===== config.mk =====
export PLATFORM = sky130hd
export DESIGN_NAME = pdt_timer
export DESIGN_NICKNAME = d
export VERILOG_FILES = /design/src/pdt_pkg.sv /design/src/pdt_edge_detect.sv /design/src/pdt_prescaler.sv /design/src/pdt_timer.sv
export SDC_FILE = /design/constraint.sdc
export NUM_CORES = 1
export LEC_CHECK = 0
export BUFFER_PORTS_ARGS = -buffer_cell sky130_fd_sc_hd__buf_2
export CAP_MARGIN = 25
export CORE_ASPECT_RATIO = 1.5
export CORE_MARGIN = 2
export CORE_UTILIZATION = 46
export DETAILED_ROUTE_END_ITERATION = 6
export PLACE_DENSITY = 0.66
export RECOVER_POWER = 50
export SYNTH_ARGS = -nofsm -noshare
export SYNTH_HDL_FRONTEND = slang
export SYNTH_SLANG_ARGS = --single-unit

===== constraint.sdc =====
create_clock -name i_ref_clk -period 2.4 [get_ports i_ref_clk]
set_clock_uncertainty 0.05 [all_clocks]
set_input_delay 0.36 -clock i_ref_clk [delete_from_list [all_inputs] [get_ports i_ref_clk]]
set_output_delay 0.36 -clock i_ref_clk [all_outputs]
set_load 0.01 [all_outputs]

===== src/pdt_pkg.sv =====
package pdt_pkg;

   // Register select codes on the byte-wide register port.
   localparam logic [4:0] ADDR_CONTROL    = 5'h10;
   localparam logic [4:0] ADDR_VECTOR     = 5'h11;
   localparam logic [4:0] ADDR_PRE_NULL   = 5'h12;
   localparam logic [4:0] ADDR_PRE_HIGH   = 5'h13;
   localparam logic [4:0] ADDR_PRE_MID    = 5'h14;
   localparam logic [4:0] ADDR_PRE_LOW    = 5'h15;
   localparam logic [4:0] ADDR_CNT_NULL   = 5'h16;
   localparam logic [4:0] ADDR_CNT_HIGH   = 5'h17;
   localparam logic [4:0] ADDR_CNT_MID    = 5'h18;
   localparam logic [4:0] ADDR_CNT_LOW    = 5'h19;
   localparam logic [4:0] ADDR_STATUS     = 5'h1A;

   // Widths, reset values and bit positions.
   localparam int         COUNT_W         = 24;
   localparam int         PRESCALE_W      = 5;
   localparam logic [7:0] VECTOR_RESET    = 8'h0F;
   localparam logic [7:0] CONTROL_RESET   = 8'h00;
   localparam logic [4:0] PRESCALE_HALT   = 5'h1F;
   localparam int         STATUS_ZD_BIT   = 0;
   localparam int         CONTROL_SPARE   = 3;

   // Clock path select encodings.
   localparam logic [1:0] CLK_SYS         = 2'h0;
   localparam logic [1:0] CLK_SYS_GATED   = 2'h1;
   localparam logic [1:0] CLK_EXT_PRE     = 2'h2;
   localparam logic [1:0] CLK_EXT_DIRECT  = 2'h3;

   // Output pin function encodings.
   localparam logic [2:0] PIN_IRQ_OFF_ACK = 3'h4;
   localparam logic [2:0] PIN_IRQ_VECTOR  = 3'h5;
   localparam logic [2:0] PIN_IRQ_OFF     = 3'h6;
   localparam logic [2:0] PIN_IRQ_AUTO    = 3'h7;

   // Control register layout, bit 7 down to bit 0.
   typedef struct packed {
      logic [2:0] pin_mode;
      logic       zd_roll;
      logic       spare;
      logic [1:0] clk_sel;
      logic       enable;
   } pdt_control_type;

   // One register port request, valid for one cycle while strobe is high.
   typedef struct packed {
      logic       strobe;
      logic       write;
      logic [4:0] addr;
      logic [7:0] wdata;
   } pdt_bus_req_type;

   // Loaded/counting phase of the run state.
   typedef enum logic [0:0] {
      PH_WAIT_LOAD = 1'b0,
      PH_COUNTING  = 1'b1
   } pdt_phase_type;

endpackage


===== src/pdt_edge_detect.sv =====
`timescale 1ns/10ps
module pdt_edge_detect (
   input  wire logic i_ref_clk,
   input  wire logic i_rst_n,
   input  wire logic i_level,
   output logic      o_rise
);
   import pdt_pkg::*;

   logic prev_reg;

   // Previous sample of the input; a rising step gives one pulse.
   always_ff @(posedge i_ref_clk or negedge i_rst_n) begin
      if (!i_rst_n) begin
         prev_reg <= 1'b0;
      end else begin
         prev_reg <= i_level;
      end
   end

   assign o_rise = i_level & ~prev_reg;

   a_rise_single: assert property (@(posedge i_ref_clk) disable iff (!i_rst_n)
      o_rise |=> !o_rise) else $error("edge pulse lasted more than one cycle");

endmodule // pdt_edge_detect


===== src/pdt_prescaler.sv =====
`timescale 1ns/10ps
module pdt_prescaler #(
   parameter int PRE_W = pdt_pkg::PRESCALE_W
) (
   input  wire logic i_ref_clk,
   input  wire logic i_rst_n,
   input  wire logic i_run,
   input  wire logic i_tick,
   output logic      o_wrap
);
   import pdt_pkg::*;

   logic [PRE_W-1:0] count_reg;

   // Forced to all ones in halt so every run starts a full divide-by-32 period.
   always_ff @(posedge i_ref_clk or negedge i_rst_n) begin
      if (!i_rst_n) begin
         count_reg <= PRE_W'(PRESCALE_HALT);
      end else if (!i_run) begin
         count_reg <= PRE_W'(PRESCALE_HALT);
      end else if (i_tick) begin
         count_reg <= count_reg - PRE_W'(1);
      end
   end

   // Wrap from zero to all ones clocks the main counter.
   assign o_wrap = i_run & i_tick & (count_reg == '0);

   a_pre_halt: assert property (@(posedge i_ref_clk) disable iff (!i_rst_n)
      !i_run |=> count_reg == PRE_W'(PRESCALE_HALT)) else $error("prescaler not forced in halt");

   a_pre_hold: assert property (@(posedge i_ref_clk) disable iff (!i_rst_n)
      i_run && !i_tick && $past(i_run) |=> $stable(count_reg)) else $error("prescaler moved without tick");

endmodule // pdt_prescaler


===== src/pdt_timer.sv =====
// Behaviour
// - Vector register returned on normal reads and on interrupt acknowledge; always accessible.
// - Preload held as three addressable bytes, also reachable by multi-byte moves.
// - Reset leaves the preload bytes unchanged.
// - Count bytes read the live counter unlatched; writes complete and are dropped.
// - Byte below count high reads zero and ignores writes.
// - Zero-detect flag sets when the counter steps from one to zero.
// - Status reads are harmless; writing bit 0 clears; halt clears the flag.
// - Reset clears the whole control register, halting the timer.
// - In halt counter holds, prescaler forced to 0x1F, flag forced clear.
// - In run counter uses the selected source; prescaler moves only if used.
// - 24-bit counter fed by divide-by-32 prescaler or external input directly.
// - First prescaler wrap after run loads preload; later wraps count.
// - Without prescaler, first external edge loads preload; later edges count.
// - Preload access never waits for, nor is guarded against, counter transfers.
// - Zero-detect control clear reloads on next counter clock; set rolls over.
// - Gated mode runs only while enabled and external input high.
// - Vectored mode drives output pin low while flag set; acknowledge input used.
// - Acknowledge answered with vector only while request asserted in vectored mode.
`timescale 1ns/10ps
module pdt_timer #(
   parameter int CNT_W = pdt_pkg::COUNT_W
) (
   input  wire logic                    i_ref_clk,
   input  wire logic                    i_rst_n,
   input  wire pdt_pkg::pdt_bus_req_type i_bus_req,
   output logic [7:0]                   o_bus_rdata,
   output logic                         o_bus_dtack,
   input  wire logic                    i_timer_irq_acknowledge,
   input  wire logic                    i_external_timer_input,
   output logic                         o_timer_output_pin,
   output logic                         o_timer_output_pin_oe
);
   import pdt_pkg::*;

   pdt_control_type  control_reg;
   logic [7:0]       timer_vector_reg;
   logic [CNT_W-1:0] preload_reg;
   logic [CNT_W-1:0] counter_reg;
   logic [CNT_W-1:0] counter_next;
   pdt_phase_type    phase_reg;
   logic             zero_detect_flag_reg;
   logic             square_reg;
   logic             timer_output_pin_next;
   logic             timer_output_pin_oe_next;
   logic             run;
   logic             ext_rise;
   logic             pre_tick;
   logic             pre_wrap;
   logic             cnt_tick;
   logic             zd_event;
   logic             wr_strobe;
   logic             ack_answer;
   logic             count_known_reg;

   // Byte lane k of a 24-bit value, k = 2 for high down to 0 for low.
   function automatic logic [7:0] byte_of(input logic [CNT_W-1:0] value, input int k);
      byte_of = value[k*8 +: 8];
   endfunction

   // Read multiplexer; null bytes, the spare control bit and unused status bits read zero.
   function automatic logic [7:0] read_mux(input logic [4:0] addr);
      logic [7:0] r;
      r = 8'h00;
      unique case (addr)
         ADDR_CONTROL:  begin r = control_reg; r[CONTROL_SPARE] = 1'b0; end
         ADDR_VECTOR:   r = timer_vector_reg;
         ADDR_PRE_HIGH: r = byte_of(preload_reg, 2);
         ADDR_PRE_MID:  r = byte_of(preload_reg, 1);
         ADDR_PRE_LOW:  r = byte_of(preload_reg, 0);
         ADDR_CNT_HIGH: r = byte_of(counter_reg, 2);
         ADDR_CNT_MID:  r = byte_of(counter_reg, 1);
         ADDR_CNT_LOW:  r = byte_of(counter_reg, 0);
         ADDR_STATUS:   r[STATUS_ZD_BIT] = zero_detect_flag_reg;
         default:       r = 8'h00;
      endcase
      return r;
   endfunction

   assign wr_strobe = i_bus_req.strobe & i_bus_req.write;

   // Gated mode uses the external input as a run qualifier instead of a clock.
   assign run = control_reg.enable &
                ((control_reg.clk_sel != CLK_SYS_GATED) | i_external_timer_input);

   pdt_edge_detect u_ext_edge (
      .i_ref_clk (i_ref_clk),
      .i_rst_n   (i_rst_n),
      .i_level   (i_external_timer_input),
      .o_rise    (ext_rise)
   );

   // Prescaler is clocked every system cycle or by external rising edges.
   assign pre_tick = (control_reg.clk_sel == CLK_EXT_PRE) ? ext_rise : 1'b1;

   pdt_prescaler #(
      .PRE_W (PRESCALE_W)
   ) u_prescaler (
      .i_ref_clk (i_ref_clk),
      .i_rst_n   (i_rst_n),
      .i_run     (run & (control_reg.clk_sel != CLK_EXT_DIRECT)),
      .i_tick    (pre_tick),
      .o_wrap    (pre_wrap)
   );

   // Counter clock; the source must stay at or below one eighth of the system rate.
   assign cnt_tick = run & ((control_reg.clk_sel == CLK_EXT_DIRECT) ? ext_rise : pre_wrap);

   // Zero detect happens only on a real decrement from one, not on a load.
   assign zd_event = cnt_tick & (phase_reg == PH_COUNTING) & (counter_reg == CNT_W'(1));

   // Control register: cleared by reset like flags and phase, vector reset to 0x0F; preload and counter are not.
   always_ff @(posedge i_ref_clk or negedge i_rst_n) begin
      if (!i_rst_n) begin
         control_reg <= CONTROL_RESET;
      end else if (wr_strobe && i_bus_req.addr == ADDR_CONTROL) begin
         control_reg <= i_bus_req.wdata;
      end
   end

   // Vector register, writable at any time.
   always_ff @(posedge i_ref_clk or negedge i_rst_n) begin
      if (!i_rst_n) begin
         timer_vector_reg <= VECTOR_RESET;
      end else if (wr_strobe && i_bus_req.addr == ADDR_VECTOR) begin
         timer_vector_reg <= i_bus_req.wdata;
      end
   end

   // Preload bytes carry no reset so a reset never loses the programmed period.
   // Writes land at once even if a transfer to the counter happens this cycle.
   always_ff @(posedge i_ref_clk) begin
      if (wr_strobe) begin
         unique case (i_bus_req.addr)
            ADDR_PRE_HIGH: preload_reg[23:16] <= i_bus_req.wdata;
            ADDR_PRE_MID:  preload_reg[15:8]  <= i_bus_req.wdata;
            ADDR_PRE_LOW:  preload_reg[7:0]   <= i_bus_req.wdata;
            default:       preload_reg        <= preload_reg;
         endcase
      end
   end

   // Next counter value: first tick loads, zero either reloads or rolls over.
   always_comb begin
      counter_next = counter_reg;
      if (cnt_tick) begin
         if (phase_reg == PH_WAIT_LOAD) begin
            counter_next = preload_reg;
         end else if (counter_reg == '0 && !control_reg.zd_roll) begin
            counter_next = preload_reg;
         end else begin
            counter_next = counter_reg - CNT_W'(1);
         end
      end
   end

   // Counter has no reset and simply holds while halted; count writes are dropped.
   always_ff @(posedge i_ref_clk) begin
      counter_reg <= counter_next;
   end

   // The counter powers up unknown, so halt checks only start once a load has given it a value.
   // Reset clears this marker as a precaution even though the counter keeps its contents.
   always_ff @(posedge i_ref_clk or negedge i_rst_n) begin
      if (!i_rst_n) begin
         count_known_reg <= 1'b0;
      end else if (cnt_tick) begin
         count_known_reg <= 1'b1;
      end
   end

   // Phase returns to waiting-for-load every time the timer halts.
   always_ff @(posedge i_ref_clk or negedge i_rst_n) begin
      if (!i_rst_n) begin
         phase_reg <= PH_WAIT_LOAD;
      end else if (!run) begin
         phase_reg <= PH_WAIT_LOAD;
      end else if (cnt_tick) begin
         phase_reg <= PH_COUNTING;
      end
   end

   // Zero-detect flag: halt forces clear; a new detect beats a software clear.
   always_ff @(posedge i_ref_clk or negedge i_rst_n) begin
      if (!i_rst_n) begin
         zero_detect_flag_reg <= 1'b0;
      end else if (!run) begin
         zero_detect_flag_reg <= 1'b0;
      end else if (zd_event) begin
         zero_detect_flag_reg <= 1'b1;
      end else if (wr_strobe && i_bus_req.addr == ADDR_STATUS && i_bus_req.wdata[STATUS_ZD_BIT]) begin
         zero_detect_flag_reg <= 1'b0;
      end
   end

   // Square wave level, high in halt and toggled on each zero detect.
   always_ff @(posedge i_ref_clk or negedge i_rst_n) begin
      if (!i_rst_n) begin
         square_reg <= 1'b1;
      end else if (!run) begin
         square_reg <= 1'b1;
      end else if (zd_event) begin
         square_reg <= ~square_reg;
      end
   end

   // Output pin function; interrupt request is open drain, low while flagged.
   always_comb begin
      timer_output_pin_next    = 1'b1;
      timer_output_pin_oe_next = 1'b0;
      unique case (control_reg.pin_mode)
         3'h2, 3'h3: begin
            timer_output_pin_oe_next = 1'b1;
            timer_output_pin_next    = square_reg;
         end
         PIN_IRQ_VECTOR, PIN_IRQ_AUTO: begin
            timer_output_pin_oe_next = zero_detect_flag_reg;
            timer_output_pin_next    = 1'b0;
         end
         default: begin
            timer_output_pin_oe_next = 1'b0;
            timer_output_pin_next    = 1'b1;
         end
      endcase
   end

   always_ff @(posedge i_ref_clk or negedge i_rst_n) begin
      if (!i_rst_n) begin
         o_timer_output_pin    <= 1'b1;
         o_timer_output_pin_oe <= 1'b0;
      end else begin
         o_timer_output_pin    <= timer_output_pin_next;
         o_timer_output_pin_oe <= timer_output_pin_oe_next;
      end
   end

   // Acknowledge is honoured only in vectored mode with the request asserted.
   assign ack_answer = i_timer_irq_acknowledge & (control_reg.pin_mode == PIN_IRQ_VECTOR) &
                       zero_detect_flag_reg;

   // Bus answer one cycle after the request; a register access wins over an acknowledge.
   always_ff @(posedge i_ref_clk or negedge i_rst_n) begin
      if (!i_rst_n) begin
         o_bus_dtack <= 1'b0;
         o_bus_rdata <= 8'h00;
      end else if (i_bus_req.strobe) begin
         o_bus_dtack <= 1'b1;
         o_bus_rdata <= i_bus_req.write ? 8'h00 : read_mux(i_bus_req.addr);
      end else if (ack_answer) begin
         o_bus_dtack <= 1'b1;
         o_bus_rdata <= timer_vector_reg;
      end else begin
         o_bus_dtack <= 1'b0;
         o_bus_rdata <= 8'h00;
      end
   end

   a_zd_set: assert property (@(posedge i_ref_clk) disable iff (!i_rst_n)
      zd_event |=> zero_detect_flag_reg) else $error("zero detect flag not set");

   a_zd_halt: assert property (@(posedge i_ref_clk) disable iff (!i_rst_n)
      !run |=> !zero_detect_flag_reg) else $error("flag survived halt");

   a_halt_hold: assert property (@(posedge i_ref_clk) disable iff (!i_rst_n)
      count_known_reg && !run |=> counter_reg == $past(counter_reg)) else $error("counter moved in halt");

   a_first_load: assert property (@(posedge i_ref_clk) disable iff (!i_rst_n)
      cnt_tick && phase_reg == PH_WAIT_LOAD |=> counter_reg == $past(preload_reg))
      else $error("first tick did not load preload");

   a_zero_reload: assert property (@(posedge i_ref_clk) disable iff (!i_rst_n)
      cnt_tick && phase_reg == PH_COUNTING && counter_reg == '0 && !control_reg.zd_roll
      |=> counter_reg == $past(preload_reg)) else $error("no reload after zero");

   a_zero_roll: assert property (@(posedge i_ref_clk) disable iff (!i_rst_n)
      cnt_tick && phase_reg == PH_COUNTING && counter_reg == '0 && control_reg.zd_roll
      |=> &counter_reg) else $error("no roll over after zero");

   a_ack_vector: assert property (@(posedge i_ref_clk) disable iff (!i_rst_n)
      ack_answer && !i_bus_req.strobe |=> o_bus_dtack && o_bus_rdata == $past(timer_vector_reg))
      else $error("acknowledge not answered with vector");

   a_ack_silent: assert property (@(posedge i_ref_clk) disable iff (!i_rst_n)
      i_timer_irq_acknowledge && !i_bus_req.strobe &&
      (control_reg.pin_mode != PIN_IRQ_VECTOR || !zero_detect_flag_reg)
      |=> !o_bus_dtack) else $error("acknowledge answered outside vectored mode");

   a_null_zero: assert property (@(posedge i_ref_clk) disable iff (!i_rst_n)
      i_bus_req.strobe && !i_bus_req.write &&
      (i_bus_req.addr == ADDR_PRE_NULL || i_bus_req.addr == ADDR_CNT_NULL)
      |=> o_bus_dtack && o_bus_rdata == 8'h00) else $error("null byte not zero");

   a_gate_halt: assert property (@(posedge i_ref_clk) disable iff (!i_rst_n)
      control_reg.clk_sel == CLK_SYS_GATED && !i_external_timer_input
      |=> !zero_detect_flag_reg && phase_reg == PH_WAIT_LOAD) else $error("gated mode ran with input low");

   a_irq_pin: assert property (@(posedge i_ref_clk) disable iff (!i_rst_n)
      control_reg.pin_mode == PIN_IRQ_VECTOR && zero_detect_flag_reg
      |=> o_timer_output_pin_oe && !o_timer_output_pin) else $error("request pin not low");

   a_square_toggle: assert property (@(posedge i_ref_clk) disable iff (!i_rst_n)
      zd_event |=> square_reg != $past(square_reg)) else $error("square wave did not toggle");

endmodule // pdt_timer


==> flow_summary_export.csv, run 1 <==
group,metric,value,unit
detailed_routing,dr.pass1.iters,5,
critical_path,crit_path_start,"counter_reg[12]",
place,dp_hpwl,8640,um
synthesis,syn_avg_cell_area,11.1,um2
synthesis,synth_async_sr_flop_share,42.2,%
clock_network,htree_levels,3,
place,dpl_cell_area,4730,um2
clock_network,clock_latency,340,ps
outcome,outcome,"complete, but fails checks",
global_routing,grt_first_pass_wirelength,18000,um
synthesis,yosysWarnings,0,
synthesis,synth_area,4320,um2
global_routing,grt_max_degree,36,
detailed_routing,vias_per_cell,5.86,
synthesis,synth_largest_area_cell,"edfxtp_1",
die,rows,43,
synthesis,synth_commonest_cells,"nand2_1, edfxtp_1, o21ai_0",
hold_path,min_to,"u_ext_edge.prev_reg",
outcome,violations,"capacitance limit, slew limit",
run,cap_violations,1,
global_routing,antenna_found_initial,0,
critical_path,reg2reg_from,"counter_reg[12]",
critical_path,cp_slowest_cell,"or4_4",
critical_path,path_delay_family,"simple AND/OR/NAND/NOR gates",
clock_network,cts-root-buf,"clkbuf_16",
hold_path,hold_path_depth,1,
critical_path,cp.arrival,2470,ps
finish,final_cell_area,5000,um2
die,pin_count,30,
pwr,p_comb_share,7.3,%
synthesis,yosysSeqAreaShare,53.9,%
global_routing,gr-total-overflow,0,
critical_path,critPathBufInv,0,
timing,timing.slew.headroom,-27.4,%
timing,setup_viol,0,
critical_path,crit_chain,"nor4_1 -> nand2_2 -> or4_4 -> nor3_4 -> mux2_1",
timing,setup_slack,149,ps
critical_path,critPathLaunchType,"register",
place,port_buffers,29,
detailed_routing,drt-initial-drc-count,341,
finish,diodes,0,
place,place_ws,139,ps
die,dieWidth,83.1,um
detailed_routing,ant_nets,0,
clock_network,cts.sinks,83,
finish,area_growth,15.6,%
critical_path,worstPathRequired,2620,ps
pwr,p_switching,0.000763,W
detailed_routing,wirelength,11500,um
clock_network,cts_hold_buf,0,
detailed_routing,wire_per_inst,20.6,um
detailed_routing,vias,3270,
synthesis,yosysTopAreaCellShare,33.4,%
timing,clock.fmax,0.444,GHz
synthesis,syn-num-nets,415,
clock_network,cts_buffers,9,
critical_path,worstReg2RegEnd,"square_reg",
pwr,p_seq_share,49.8,%
synthesis,ys_types,52,
die,core-area,9200,um2
global_routing,track_usage,23.7,%
pwr,power_density,647,nW/um2
timing,maxSlewViolCount,36,
hold_path,hold_class,"in -> reg",
die,die_h,123,um
critical_path,critPathKind,"reg -> reg",
die,die_area,10200,um2
synthesis,synth_seq_cells,83,
critical_path,critPathCaptureType,"register",
critical_path,reg2reg_setup_slack,150,ps
pwr,leakagePower,1.87,nW
place,place_congestion,0.941,
critical_path,r2r_cells,5,
critical_path,critPathMaxFanout,4,
finish,final_nets,465,
clock_network,cts_tree,"yes",
synthesis,synth-edff-count,48,
global_routing,grt_pass1_vias,3371,
pwr,ir_drop,0.705,mV
die,start_util,47.0,%
critical_path,max_stage_delay,560,ps
clock_network,max-clock-path-buffers,2,
synthesis,syn_inst,391,
pwr,p_clk_share,42.9,%
timing,post-route-period-util,93.8,%
timing,worst_slew_pin_slew,1910,ps
timing,hold_viol,0,
timing,finalSetupTns,0,ps
timing,rsz0062_at_grt,"no",
pwr,sw_frac_of_total,23.6,%
timing,fin_crit,2250,ps
synthesis,synthFlopType,"edfxtp_1",
clock_network,clk_pin_slew_worst_paths,60,ps
detailed_routing,route.detailed.drc,0,
pwr,p_int,0.00247,W
hold_path,min-delay-start,"i_external_timer_input",
synthesis,synth.area.top_cells,"edfxtp_1, dfrtp_1, dfstp_2, nand2_1, mux2_2",
finish,drive_gt1_share,18.8,%
synthesis,synth_most_common_cell,"nand2_1",
## power by group through the flow
| stage | clock (W) | combinational, W | sequential [W] |
|---|---|---|---|
| final | 0.00139 | 0.000236 | 0.00161 |
| after global routing | 0.00146 | 0.000260 | 0.00162 |
| after CTS | 0.00140 | 0.000241 | 0.00161 |
| after detailed placement | 0 | 0.000240 | 0.00164 |
| after global placement | 0 | 0.000234 | 0.00163 |
| after floorplan | 0 | 0.000153 | 0.00162 |
## area by class of cell
type                    count  area (um2)
clock buffers               9         225
clock inverters             7        73.8
fillers                   812        4200
inverters                   7        26.3
multi-input cells         285        1900
flip-flops and latches     83        2330
well taps                 112         140
repair buffers             55         298
## placed cells by master, fill, tap and decap left out, types with 8 or more instances in the layout
master     instances
nor2_1            17
buf_4             22
dfrtp_1           24
clkbuf_16          9
nand2b_1           8
edfxtp_1          48
nor3_1            17
nand3_1            8
nor4_1             8
mux2_2            17
xnor2_1           20
dfstp_2           10
mux2i_1           11
clkbuf_1          26
nand2_1           64
o21ai_0           32
## how the worst max path moves through the flow
stage	end	slack, ps	cells after the start
after floorplan	preload_reg[10]	230	3
after global placement	square_reg	200	5
after detailed placement	counter_reg[22]	140	7
after CTS	counter_reg[22]	110	7
after global routing	counter_reg[4]	20	5
final	square_reg	150	5
## timing repair
| item | CTS | global route |
|---|---|---|
| endpoints found under the setup margin | 0 | 2 |
| resized for setup | 0 | 1 |
| buffers inserted | 0 | 1 |
## metrics by stage
| step | hold WS, ps | power [W] | utilization [%] | std cells |
|---|---|---|---|---|
| floorplan | 14.4 | 0.00177 | - | 391 |
| finish | 122 | 0.00323 | 54.3 | 558 |
| CTS | 66.9 | 0.00325 | 54.6 | 557 |
| global route | 125 | 0.00333 | 54.3 | 558 |
| global placement | 412 | 0.00187 | 51.4 | 541 |
| detailed placement | 435 | 0.00188 | 51.4 | 541 |
## cells by family (layout without fill, tap and decap cells)
logic type	after synthesis	after routing	synth area share [%]
AOI/OAI and AO/OA	66	66	9.38
xor gates and xnor gates	27	27	5.47
adders and majority gates	5	5	1.45
buffers and inverters	23	78	2.52
DFF	83	83	53.9
muxes	33	33	9.32
and+or+nand+nor	154	154	17.9
## metal layers
layer / up-vias / GRT usage (%) / wire length, um
met1: 1582 / 27.3 / 4540
met2: 121 / 41.3 / 5810
li1: 1534 / - / -
met3: 33 / 4.17 / 591
met4: 0 / 13.9 / 537
met5: - / 0 / 0
No activity file was read; power rests on OpenSTA's default activity.
==> inputs of run 2 (changes only) <==
--- a/config.mk
+++ b/config.mk
@@ -5,8 +5,8 @@
 export SDC_FILE = /design/constraint.sdc
 export NUM_CORES = 1
 export LEC_CHECK = 0
+export ABC_AREA = 1
 export BUFFER_PORTS_ARGS = -buffer_cell sky130_fd_sc_hd__buf_2
-export CAP_MARGIN = 25
 export CORE_ASPECT_RATIO = 1.5
 export CORE_MARGIN = 2
 export CORE_UTILIZATION = 46
==> run 2 against run 1 <==
Net effect:
- the run still ends with capacitance limit, slew limit left
- routed wire length grew 8.0%
- synthesized cell count grew 43%
- power shrank 2.1%
- maximum frequency grew 11%
- worst setup slack gained 230 ps
- design area grew 1.9%
- critical path type is now in -> reg
- largest power group unchanged
==> flow_summary_export.csv, run 2 <==
group,metric,value,unit
synthesis,synth_most_common_cell,"nand2_1",
synthesis,yosys.area_share.simple,29.7,%
finish,mostFrequentLayoutCells,"nand2_1, nor2_1, inv_1, edfxtp_1, nand3_1",
critical_path,worstPathRequired,2330,ps
synthesis,synth_top_family_by_area,"simple AND/OR/NAND/NOR gates",
critical_path,critPathBufInv,3,
synthesis,synthAdderAreaFrac,1.36,%
die,dieWidth,85.6,um
pwr,power_density,622,nW/um2
place,port_buffers,29,
synthesis,yosysSeqAreaShare,50.7,%
timing,worst_slew_pin_slew,1820,ps
die,rows,44,
critical_path,critPathCaptureType,"register",
clock_network,max-clock-path-buffers,2,
critical_path,crit_chain,"clkbuf_1 -> clkinv_1 -> nor2_1 -> nand2_1 -> nor2_1 -> clkbuf_1",
timing,rsz0062_at_grt,"no",
synthesis,synth_async_sr_flop_share,42.2,%
timing,timing.slew.headroom,-21.6,%
die,core-area,9690,um2
pwr,leakagePower,2.27,nW
global_routing,track_usage,23.9,%
detailed_routing,wire_per_inst,17.3,um
detailed_routing,vias,3872,
place,place_congestion,0.951,
synthesis,syn_avg_cell_area,8.24,um2
clock_network,htree_levels,3,
place,dp_hpwl,9670,um
global_routing,grt_first_pass_wirelength,19400,um
timing,fin_crit,2020,ps
finish,area_growth,10.7,%
critical_path,critPathLaunchType,"input pin",
detailed_routing,wirelength,12400,um
timing,hold_ws,103,ps
synthesis,synth_xor_area_share,2.29,%
die,die_h,126,um
pwr,ir_drop,0.525,mV
outcome,violations,"capacitance limit, slew limit",
critical_path,max_stage_delay,440,ps
synthesis,syn-num-nets,582,
timing,finalSetupTns,0,ps
critical_path,critPathMaxFanout,8,
clock_network,clock_latency,340,ps
timing,clock.fmax,0.495,GHz
synthesis,synth_area,4600,um2
timing,post-route-period-util,84.2,%
clock_network,cts-root-buf,"clkbuf_16",
finish,layout_commonest_cell,"nand2_1",
clock_network,clk_pin_slew_worst_paths,60,ps
synthesis,yosysWarnings,0,
critical_path,cp.arrival,1950,ps
clock_network,cts_hold_buf,0,
finish,diodes,0,
detailed_routing,dr.pass1.iters,6,
outcome,outcome,"complete, but fails checks",
clock_network,cts_resized,0,
detailed_routing,vias_per_cell,5.41,
hold_path,hold_class,"in -> reg",
clock_network,cts_tree,"yes",
die,die_area,10800,um2
synthesis,synth_largest_area_cell,"edfxtp_1",
synthesis,synth_seq_cells,83,
timing,maxSlewViolCount,36,
global_routing,grt_pass1_vias,3769,
synthesis,ys_types,34,
finish,drive_gt1_share,13.5,%
synthesis,synthFlopType,"edfxtp_1",
detailed_routing,route.detailed.drc,0,
critical_path,cp_slowest_cell,"clkbuf_1",
synthesis,synth.area.top_cells,"edfxtp_1, nand2_1, dfrtp_1, dfstp_2, nor2_1",
finish,final_nets,620,
detailed_routing,drt-initial-drc-count,447,
synthesis,synth_compound_area_share,8.27,%
global_routing,gr-total-overflow,0,
detailed_routing,ant_nets,0,
die,start_util,47.5,%
critical_path,path_delay_family,"buffers and inverters",
timing,hold_viol,0,
die,pin_count,30,
clock_network,post_cts_buffers,0,
run,cap_violations,1,
global_routing,grt_max_degree,36,
synthesis,yosysTopAreaCellShare,31.3,%
clock_network,cts_buffers,9,
synthesis,synth-edff-count,48,
clock_network,cts.sinks,83,
synthesis,syn_inst,558,
critical_path,critPathKind,"in -> reg",
synthesis,synth_commonest_cells,"nand2_1, nor2_1, inv_1",
timing,setup_viol,0,
synthesis,synth_mux_area_share,0,%
global_routing,antenna_found_initial,0,
run 2: cell count changes after synthesis, moves of 17 or more:
cell,before,now
nand2_1,64,165
inv_1,7,58
nor2_1,18,68
nand3_1,8,32
o21ai_1,5,26
xnor2_1,20,1
mux2_2,17,0
run 2: kinds of logic (layout without fill, tap and decap cells):
logic type / Yosys count / in the layout
compound gates: 67 / 67
simple gates: 311 / 311
buf+inv: 80 / 123
fa+ha+maj: 5 / 5
flops: 83 / 83
xor+xnor: 12 / 12
run 2: final cells by class:
| type | instances | area, um2 |
|---|---|---|
| Clock buffer | 13 | 262 |
| Clock inverter | 3 | 22.5 |
| Sequential cell | 83 | 2330 |
| Fill cell | 960 | 4600 |
| Timing Repair Buffer | 35 | 155 |
| Inverter | 72 | 273 |
| Multi-Input combinational cell | 395 | 1900 |
| Tap cell | 115 | 144 |
run 2: path summary, 6_finish.rpt:
kind / to / startpoint / slack (ps) / cells after the start
max: preload_reg[20] / i_bus_req[9] / 380 / 6
min: u_ext_edge.prev_reg / i_external_timer_input / 100 / 1
max reg2reg: counter_reg[18] / counter_reg[0] / 400 / 9
min reg2reg: u_prescaler.count_reg[4] / u_prescaler.count_reg[4] / 430 / 2
max in group asynchronous: timer_vector_reg[4] / i_rst_n / 790 / 1
min in group asynchronous: o_bus_rdata[0] / i_rst_n / 450 / 1
run 2: per-layer routing:
layer / global-route usage, % / up-vias / routed length, um
li1: - / 1870 / -
met1: 27.5 / 1824 / 4670
met2: 43.6 / 145 / 6700
met3: 3.90 / 33 / 612
met4: 9.62 / 0 / 411
met5: 0 / - / 0
run 2: through the flow:
stage	worst slack, ps	util [%]	cells	power (W)	instance area (um2)
finish	380	52.5	716	0.00316	5090
global route	262	52.5	716	0.00327	5090
CTS	413	53.0	716	0.00318	5130
detailed placement	405	50.1	700	0.00187	4850
global placement	437	50.1	700	0.00186	4850
floorplan	505	-	558	0.00177	4600
run 2: power breakdown:
part | total [W] | switching [W] | internal [W] | leakage, nW
clock network | 0.00133 | 0.000567 | 0.000768 | 0.139
logic | 0.000213 | 0.000149 | 0.0000640 | 1.26
registers | 0.00162 | 0.0000419 | 0.00157 | 0.869
total | 0.00316 | 0.000759 | 0.00240 | 2.27
run 2: worst register-to-register path, cell delays in order (launching register included):
cell and delay (ps):
edfxtp_1 500, inv_1 160, ha_1 210, nand2_2 120, nor2_2 230, nand3_1 160
nor2_1 110, nand2_1 50, nand3_1 100, o21ai_2 60
